File: src/hsl_pkg.sv
// shared constants and types for the host serial link
package hsl_pkg;
  typedef enum logic {
    HSL_MODE_ASYNC = 1'b0,
    HSL_MODE_SPI = 1'b1
  } hsl_mode_e;
  localparam int CLK_HZ = 10_000_000;
  // longest wait for the first downlink byte after clear-to-send
  localparam int START_LIMIT_US = 25000;
  localparam int START_LIMIT_CYC = START_LIMIT_US * (CLK_HZ / 1_000_000);
  localparam int TIMEOUT_W = 18;
  // straps are caught one cycle after the settle count reaches this value
  localparam logic [1:0] STRAP_SETTLE = 2'h3;
  // clock cycles per link bit for each strap code
  localparam logic [7:0] BIT_CYC_R0 = 8'h80;
  localparam logic [7:0] BIT_CYC_R1 = 8'h40;
  localparam logic [7:0] BIT_CYC_R2 = 8'h20;
  localparam logic [7:0] BIT_CYC_R3 = 8'h10;
  localparam logic [3:0] UART_LAST_BIT = 4'h9;
  localparam logic [3:0] SPI_LAST_BIT = 4'h8;
  localparam logic [3:0] BYTE_LAST_BIT = 4'h7;
  localparam logic [7:0] SHIFT_RESET = 8'h00;

  function automatic logic [7:0] hsl_bit_cycles(input logic [1:0] code);
    logic [7:0] c;
    c = BIT_CYC_R0;
    unique case (code)
      2'h0: c = BIT_CYC_R0;
      2'h1: c = BIT_CYC_R1;
      2'h2: c = BIT_CYC_R2;
      2'h3: c = BIT_CYC_R3;
    endcase
    return c;
  endfunction
endpackage

File: src/hsl_if.sv
// link pins between the coprocessor end and the host end
`timescale 1ns/10ps
interface hsl_if;
  logic interface_select;
  logic bit_rate_strap0;
  logic bit_rate_strap1;
  logic host_ready_n;
  logic cts_n;
  logic rts_n;
  logic rxd;
  logic txd;
  logic transfer_request_n;
  logic rw;
  logic sclk;
  logic ss_n;
  logic mosi;
  logic miso;

  modport dev (
    input interface_select, bit_rate_strap0, bit_rate_strap1,
    input host_ready_n, rts_n, rxd, transfer_request_n, miso,
    output cts_n, txd, rw, sclk, ss_n, mosi
  );
  modport host (
    output interface_select, bit_rate_strap0, bit_rate_strap1,
    output host_ready_n, rts_n, rxd, transfer_request_n, miso,
    input cts_n, txd, rw, sclk, ss_n, mosi
  );
endinterface

File: src/hsl_device.sv
// coprocessor end of the half-duplex host serial link
// Functional notes
// - select pin low async, high spi
// - only one transfer direction at once
// - async drives cts and txd only
// - host requests only while cts high
// - assert cts when ready for host data
// - hold cts until expected bytes arrive
// - host releases request after seeing cts
// - host starts data quickly after cts
// - no uplink start while host not ready
// - unused host ready tied low
// - host drops ready during init, queueing
// - rxd host to device, txd back
// - two straps form rate code, lsb strap0
// - spi master drives rw, sclk, ss, mosi
// - host pulls request low, waits rw
// - rw low uplink mosi, high downlink miso
// - eight bits msb first, fall launch, rise sample
// - slave select resets host shift state
`timescale 1ns/10ps
module hsl_device #(
  parameter int START_TIMEOUT_CYC = hsl_pkg::START_LIMIT_CYC
) (
  input wire logic clk,
  input wire logic rst_n,
  hsl_if.dev link,
  input wire logic [7:0] tx_data,
  input wire logic tx_valid,
  output logic tx_ready,
  input wire logic [7:0] dl_len,
  output logic [7:0] rx_data,
  output logic rx_valid,
  output logic dl_timeout,
  output hsl_pkg::hsl_mode_e link_mode,
  output logic [1:0] bit_rate,
  output logic cfg_valid
);
  import hsl_pkg::*;

  typedef enum logic [2:0] {
    ST_IDLE = 3'b000,
    ST_UP = 3'b001,
    ST_DOWN = 3'b010,
    ST_SPI_UP = 3'b011,
    ST_SPI_DOWN = 3'b100
  } hsl_dev_state_e;

  hsl_dev_state_e state;
  logic [1:0] settle;
  logic [7:0] bit_cyc;
  logic [7:0] half;
  logic cnt_end;
  logic [7:0] cnt;
  logic [3:0] bitn;
  logic [8:0] shreg;
  logic [7:0] bytes_left;
  logic rx_busy;
  logic got_first;
  logic [TIMEOUT_W-1:0] wait_cnt;

  // straps caught once, after the host end has settled its pins
  always_ff @(posedge clk) begin
    if (!rst_n) begin
      settle <= 2'h0;
      cfg_valid <= 1'b0;
      link_mode <= HSL_MODE_ASYNC;
      bit_rate <= 2'h0;
    end else if (!cfg_valid) begin
      settle <= settle + 2'h1;
      if (settle == STRAP_SETTLE) begin
        cfg_valid <= 1'b1;
        link_mode <= link.interface_select ? HSL_MODE_SPI
                                           : HSL_MODE_ASYNC;
        bit_rate <= {link.bit_rate_strap1, link.bit_rate_strap0};
      end
    end
  end

  // bit timing derived from the latched rate code
  assign bit_cyc = hsl_bit_cycles(bit_rate);
  assign half = {1'b0, bit_cyc[7:1]};
  assign cnt_end = (cnt == bit_cyc - 8'h01);

  // one state machine serves both modes, so only one direction is ever live
  always_ff @(posedge clk) begin
    if (!rst_n) begin
      state <= ST_IDLE;
      cnt <= 8'h00;
      bitn <= 4'h0;
      shreg <= 9'h000;
      bytes_left <= 8'h00;
      rx_busy <= 1'b0;
      got_first <= 1'b0;
      wait_cnt <= '0;
      link.cts_n <= 1'b1;
      link.txd <= 1'b1;
      link.rw <= 1'b0;
      link.sclk <= 1'b1;
      link.ss_n <= 1'b1;
      link.mosi <= 1'b0;
      tx_ready <= 1'b0;
      rx_data <= 8'h00;
      rx_valid <= 1'b0;
      dl_timeout <= 1'b0;
    end else begin
      tx_ready <= 1'b0;
      rx_valid <= 1'b0;
      dl_timeout <= 1'b0;
      unique case (state)
        ST_IDLE: begin
          cnt <= 8'h00;
          bitn <= 4'h0;
          if (cfg_valid && link_mode == HSL_MODE_ASYNC) begin
            // downlink wins over uplink when both are pending
            if (!link.rts_n && link.cts_n) begin
              link.cts_n <= 1'b0;
              bytes_left <= dl_len;
              rx_busy <= 1'b0;
              got_first <= 1'b0;
              wait_cnt <= '0;
              state <= ST_DOWN;
            end else if (tx_valid && !link.host_ready_n) begin
              link.txd <= 1'b0;
              shreg <= {1'b1, tx_data};
              tx_ready <= 1'b1;
              state <= ST_UP;
            end
          end else if (cfg_valid) begin
            if (!link.transfer_request_n) begin
              link.rw <= 1'b1;
              link.ss_n <= 1'b0;
              state <= ST_SPI_DOWN;
            end else if (tx_valid && !link.host_ready_n) begin
              link.rw <= 1'b0;
              link.ss_n <= 1'b0;
              shreg <= {1'b0, tx_data};
              tx_ready <= 1'b1;
              state <= ST_SPI_UP;
            end
          end
        end
        ST_UP: begin
          cnt <= cnt_end ? 8'h00 : cnt + 8'h01;
          if (cnt_end) begin
            if (bitn == UART_LAST_BIT) begin
              state <= ST_IDLE;
            end else begin
              link.txd <= shreg[0];
              shreg <= {1'b1, shreg[8:1]};
              bitn <= bitn + 4'h1;
            end
          end
        end
        ST_DOWN: begin
          if (bytes_left == 8'h00) begin
            link.cts_n <= 1'b1;
            state <= ST_IDLE;
          end else if (!rx_busy) begin
            if (!got_first) begin
              wait_cnt <= wait_cnt + 1'b1;
            end
            // a host silent before its first byte must not hold the link forever
            if (!got_first &&
                wait_cnt == TIMEOUT_W'(START_TIMEOUT_CYC - 1)) begin
              link.cts_n <= 1'b1;
              dl_timeout <= 1'b1;
              state <= ST_IDLE;
            end else if (!link.rxd) begin
              rx_busy <= 1'b1;
              cnt <= 8'h00;
              bitn <= 4'h0;
            end
          end else begin
            cnt <= cnt_end ? 8'h00 : cnt + 8'h01;
            if (cnt_end) begin
              bitn <= bitn + 4'h1;
            end
            if (cnt == half) begin
              if (bitn == 4'h0 && link.rxd) begin
                rx_busy <= 1'b0; // glitch, not a start bit
              end else if (bitn == UART_LAST_BIT) begin
                // released at mid stop bit so the next start edge is seen
                rx_busy <= 1'b0;
                got_first <= 1'b1;
                if (link.rxd) begin
                  rx_data <= shreg[7:0];
                  rx_valid <= 1'b1;
                  bytes_left <= bytes_left - 8'h01;
                end
              end else if (bitn != 4'h0) begin
                shreg <= {1'b0, link.rxd, shreg[7:1]};
              end
            end
          end
        end
        ST_SPI_UP, ST_SPI_DOWN: begin
          // bit 0 is a lead period with ss low and sclk idle high
          cnt <= cnt_end ? 8'h00 : cnt + 8'h01;
          if (cnt_end) begin
            if (bitn == SPI_LAST_BIT) begin
              link.ss_n <= 1'b1;
              link.sclk <= 1'b1;
              if (state == ST_SPI_DOWN) begin
                rx_data <= shreg[7:0];
                rx_valid <= 1'b1;
              end
              state <= ST_IDLE;
            end else begin
              link.sclk <= 1'b0;
              bitn <= bitn + 4'h1;
              if (state == ST_SPI_UP) begin
                link.mosi <= shreg[7];
                shreg <= {1'b0, shreg[6:0], 1'b0};
              end
            end
          end else if (cnt == half && bitn != 4'h0) begin
            link.sclk <= 1'b1;
            if (state == ST_SPI_DOWN) begin
              shreg <= {1'b0, shreg[6:0], link.miso};
            end
          end
        end
        default: state <= ST_IDLE;
      endcase
    end
  end
endmodule // hsl_device

File: src/flat_wrapper.sv
// flat-port wrapper written by rule: the top's interface ports become plain ports
module hsl_device_flat import hsl_pkg::*;
#(
  parameter int START_TIMEOUT_CYC = hsl_pkg::START_LIMIT_CYC
)
  (clk, rst_n, tx_data, tx_valid, tx_ready, dl_len, rx_data, rx_valid, dl_timeout, link_mode, bit_rate, cfg_valid, link_interface_select, link_bit_rate_strap0, link_bit_rate_strap1, link_host_ready_n, link_rts_n, link_rxd, link_transfer_request_n, link_miso, link_cts_n, link_txd, link_rw, link_sclk, link_ss_n, link_mosi);
  hsl_if link_i ();
  input wire logic clk;
  input wire logic rst_n;
  input wire logic [7:0] tx_data;
  input wire logic tx_valid;
  output logic tx_ready;
  input wire logic [7:0] dl_len;
  output logic [7:0] rx_data;
  output logic rx_valid;
  output logic dl_timeout;
  output hsl_pkg::hsl_mode_e link_mode;
  output logic [1:0] bit_rate;
  output logic cfg_valid;
  input wire logic [$bits(link_i.interface_select)-1:0] link_interface_select;
  input wire logic [$bits(link_i.bit_rate_strap0)-1:0] link_bit_rate_strap0;
  input wire logic [$bits(link_i.bit_rate_strap1)-1:0] link_bit_rate_strap1;
  input wire logic [$bits(link_i.host_ready_n)-1:0] link_host_ready_n;
  input wire logic [$bits(link_i.rts_n)-1:0] link_rts_n;
  input wire logic [$bits(link_i.rxd)-1:0] link_rxd;
  input wire logic [$bits(link_i.transfer_request_n)-1:0] link_transfer_request_n;
  input wire logic [$bits(link_i.miso)-1:0] link_miso;
  output wire logic [$bits(link_i.cts_n)-1:0] link_cts_n;
  output wire logic [$bits(link_i.txd)-1:0] link_txd;
  output wire logic [$bits(link_i.rw)-1:0] link_rw;
  output wire logic [$bits(link_i.sclk)-1:0] link_sclk;
  output wire logic [$bits(link_i.ss_n)-1:0] link_ss_n;
  output wire logic [$bits(link_i.mosi)-1:0] link_mosi;
  assign link_i.interface_select = link_interface_select;
  assign link_i.bit_rate_strap0 = link_bit_rate_strap0;
  assign link_i.bit_rate_strap1 = link_bit_rate_strap1;
  assign link_i.host_ready_n = link_host_ready_n;
  assign link_i.rts_n = link_rts_n;
  assign link_i.rxd = link_rxd;
  assign link_i.transfer_request_n = link_transfer_request_n;
  assign link_i.miso = link_miso;
  assign link_cts_n = link_i.cts_n;
  assign link_txd = link_i.txd;
  assign link_rw = link_i.rw;
  assign link_sclk = link_i.sclk;
  assign link_ss_n = link_i.ss_n;
  assign link_mosi = link_i.mosi;
  hsl_device #(.START_TIMEOUT_CYC(START_TIMEOUT_CYC)) u_core (.clk(clk), .rst_n(rst_n), .link(link_i), .tx_data(tx_data), .tx_valid(tx_valid), .tx_ready(tx_ready), .dl_len(dl_len), .rx_data(rx_data), .rx_valid(rx_valid), .dl_timeout(dl_timeout), .link_mode(link_mode), .bit_rate(bit_rate), .cfg_valid(cfg_valid));
endmodule
File: config.mk
export PLATFORM = sky130hd
export DESIGN_NAME = hsl_device_flat
export DESIGN_NICKNAME = d
export VERILOG_FILES = /design/src/hsl_pkg.sv /design/src/hsl_if.sv /design/src/hsl_device.sv /design/src/flat_wrapper.sv
export SDC_FILE = /design/constraint.sdc
export NUM_CORES = 1
export LEC_CHECK = 0
export BUFFER_PORTS_ARGS = -buffer_cell sky130_fd_sc_hd__buf_2
export CORE_UTILIZATION = 30
export CTS_CLUSTER_SIZE = 14
export DETAILED_ROUTE_END_ITERATION = 10
export GPL_TIMING_DRIVEN = 0
export PLACE_DENSITY_LB_ADDON = 0.1
export SYNTH_ARGS = -nofsm -noshare
export SYNTH_HDL_FRONTEND = slang
export SYNTH_SLANG_ARGS = --single-unit
File: constraint.sdc
create_clock -name clk -period 2.8 [get_ports clk]
set_input_delay 0.28 -clock clk [delete_from_list [all_inputs] [get_ports clk]]
set_output_delay 0.28 -clock clk [all_outputs]
set_load 0.01 [all_outputs]
==> results.cfg <==
[setup_path]
arrival_ns = 2.87
worst_path_max_delay_cell = o21ai_1
crit_chain = clkbuf_1, o21ai_1, o21ai_0, a31oi_1, o211ai_1, nor3_4, clkdlybuf4s15_2, mux2i_1
path_delay_family = compound AO/OA/AOI/OAI gates
critPathLaunchType = flip-flop
max_stage_delay_ns = 0.56
path_max_fanout = 10
required_ns = 3.08
cp-end-kind = flip-flop
crit_type = flip-flop to flip-flop
crit_buf_inv = 2

[pwr]
p_leak_nw = 1.95
power_density_nw_per_um2 = 654
ir_drop_v = 0.000295

[global_routing]
grt_max_degree = 14
grt_overflow = 0
antenna_found_initial = 0
grt_pass1_vias = 3999
grt_pass1_wl_mm = 21.3
grtUsageTotal_pct = 18.7

[logic_synthesis]
ys.flop_type = dfxtp_1
synthDistinctLibCells = 77
synth_top_cell_by_area = dfxtp_1
synth.avg_cell_area_um2 = 8.19
ys_top_cells_by_count = dfxtp_1, nand2_1, nor2_1
yosys_register_bits = 75
netlist_instances = 532
synth.area.top_cells = dfxtp_1, mux2i_1, nand2_1
ys_warn_count = 0
synthMostInstantiatedCell = dfxtp_1
yosysSeqAreaShare_pct = 34.5
synthArstFlopShare_pct = 0
synth_top_area_share_pct = 34.5
synth_fp_nets = 568
synth_area_um2 = 4360
synth_edf_count = 0

[flow_run]
drv_cap = 0

[final_layout]
fin_area_um2 = 5160
drive_gt1_share_pct = 15.2
fin_nets = 625
antenna_cells = 0
area_growth_pct = 18.6

[clock_tree]
worstSkewPairLatency_ns = 0.35
clkSinkCount = 75
postCtsHoldBufs = 0
cts-root-buf = clkbuf_16
htreeDepth = 3
cts_made_buffers = 9
cts_max_path_buffers = 2
path_clk_slew_ns = 0.06
cts_tree = built

[timing]
max_slew_margin_pct = 50.1
tightest_slew_ns = 0.742
finalCriticalPeriod_ns = 2.59
rsz0062_at_grt = false
fmax_ghz = 0.386
setup_viol = 0
skew_ns = 0.00914
period_share_pct = 92.6
fin_tns_setup_ns = 0
maxSlewViolCount = 0
hold_viol_final = 0

[worst_hold_path]
min-delay-path-class = input port to flip-flop

[place]
place_area_um2 = 4810
io_buffer_count = 46
gp_congestion = 0.872
place_hpwl_mm = 9.75

[drt]
drtIter0Drc = 220
via_per_inst = 5.43
route.vias.total = 4205
route.detailed.wl_per_inst_um = 17.3
drcViolationCount = 0
ant_nets = 0
firstDrtPassIters = 5
drt-total-wl_mm = 13.4

[outcome]
status = finished clean

[die]
die_h_um = 123
coreArea_um2 = 14000
die_w_um = 123
die_area_um2 = 15000
start_util_pct = 31.0
rows = 43
ios = 48
[sequential cells by signal (all words and copies together), names as in the netlist, 2 cells and up]
signal / count
u_core.state: 3
u_core.bytes_left: 8
u_core.cnt: 8
u_core.bit_rate: 2
u_core.bitn: 4
u_core.settle: 2
u_core.shreg: 9
u_core.rx_data: 8
u_core.wait_cnt: 18
[worst register-to-register path: stages (launching register included)]
cell and delay (ns):
dfxtp_1 0.37, clkbuf_1 0.25, o21ai_1 0.56, o21ai_0 0.18, a31oi_1 0.27, o211ai_1 0.20, nor3_4 0.20, clkdlybuf4s15_2 0.31
mux2i_1 0.19
[timing repair]
| item | 4_1_cts | 5_1_grt |
|---|---|---|
| buffers inserted | 0 | 0 |
| gates resized for setup | 0 | 5 |
| endpoints found under the setup margin | 0 | 9 |
[logic make-up after synthesis]
family,Yosys count,synth area share (%)
and+or+nand+nor,230,27.6
muxes,25,5.77
adders and majority gates,9,2.58
buffers and inverters,48,4.57
xor gates and xnor gates,18,3.62
AOI/OAI and AO/OA,127,21.4
DFF,75,34.5
[cells in the final DEF, fill, tap and decap left out, types with 6 or more instances in the layout]
master and n:
dfxtp_1 75, nand2_1 56, nor2_1 50, buf_2 49
mux2i_1 24, o21ai_0 23, clkbuf_1 21, nand3_1 21
a21oi_1 21, inv_1 16, nor3_1 14, xor2_1 13
or3_1 10, and2_1 9, o31ai_1 9, ha_1 9
clkbuf_16 9, nor2b_1 8, nand4_1 8, and3_1 7
nand2b_1 7, o21ai_1 7, o21a_1 6
[layer usage]
layer | GRT usage (%) | vias to the layer above | routed length [µm]
met2 | 30.4 | 106 | 6190
met4 | 6.33 | 0 | 258
met1 | 24.6 | 2010 | 6510
met3 | 3.53 | 25 | 453
li1 | - | 2064 | -
met5 | 0 | - | 0
[final timing paths]
| check | from | end | slack, ns | cells after the start |
|---|---|---|---|---|
| setup / recovery | u_core.state[0]$_SDFFE_PN0P_ | u_core.shreg[3]$_SDFFE_PN0P_ | 0.21 | 8 |
| hold / removal | link_bit_rate_strap1 | u_core.bit_rate[1]$_SDFFE_PN0P_ | 0.18 | 3 |
| setup reg to reg | u_core.state[0]$_SDFFE_PN0P_ | u_core.shreg[3]$_SDFFE_PN0P_ | 0.21 | 8 |
| hold reg to reg | u_core.link.rw$_SDFFE_PN0P_ | u_core.link.rw$_SDFFE_PN0P_ | 0.46 | 2 |
[metrics by stage]
step | instances | util (%) | hold slack [ns] | total power, W | setup slack [ns]
floorplan | 532 | - | 0.427 | 0.00183 | 0.574
detailed placement | 758 | 34.3 | 0.445 | 0.00207 | 0.244
finish | 774 | 36.8 | 0.180 | 0.00338 | 0.209
global placement | 758 | 34.3 | 0.443 | 0.00207 | 0.245
global route | 774 | 36.8 | 0.175 | 0.00356 | 0.0268
CTS | 774 | 36.6 | 0.167 | 0.00339 | 0.221
[report_power, final]
group | internal (W) | switching, W
combinational | 0.000313 | 0.000501
clock | 0.000807 | 0.000489
sequential | 0.00117 | 0.0000953
[area by class of cell]
class | count | area (µm²)
fill | 1469 | 8880
multi-input combinational | 409 | 2670
sequential | 75 | 1500
timing repair buffer | 47 | 241
clock buffer | 10 | 239
tap | 180 | 225
buffer | 30 | 133
clock inverter | 6 | 87.6
inverter | 17 | 63.8
No activity file was read; power rests on OpenSTA's default activity.
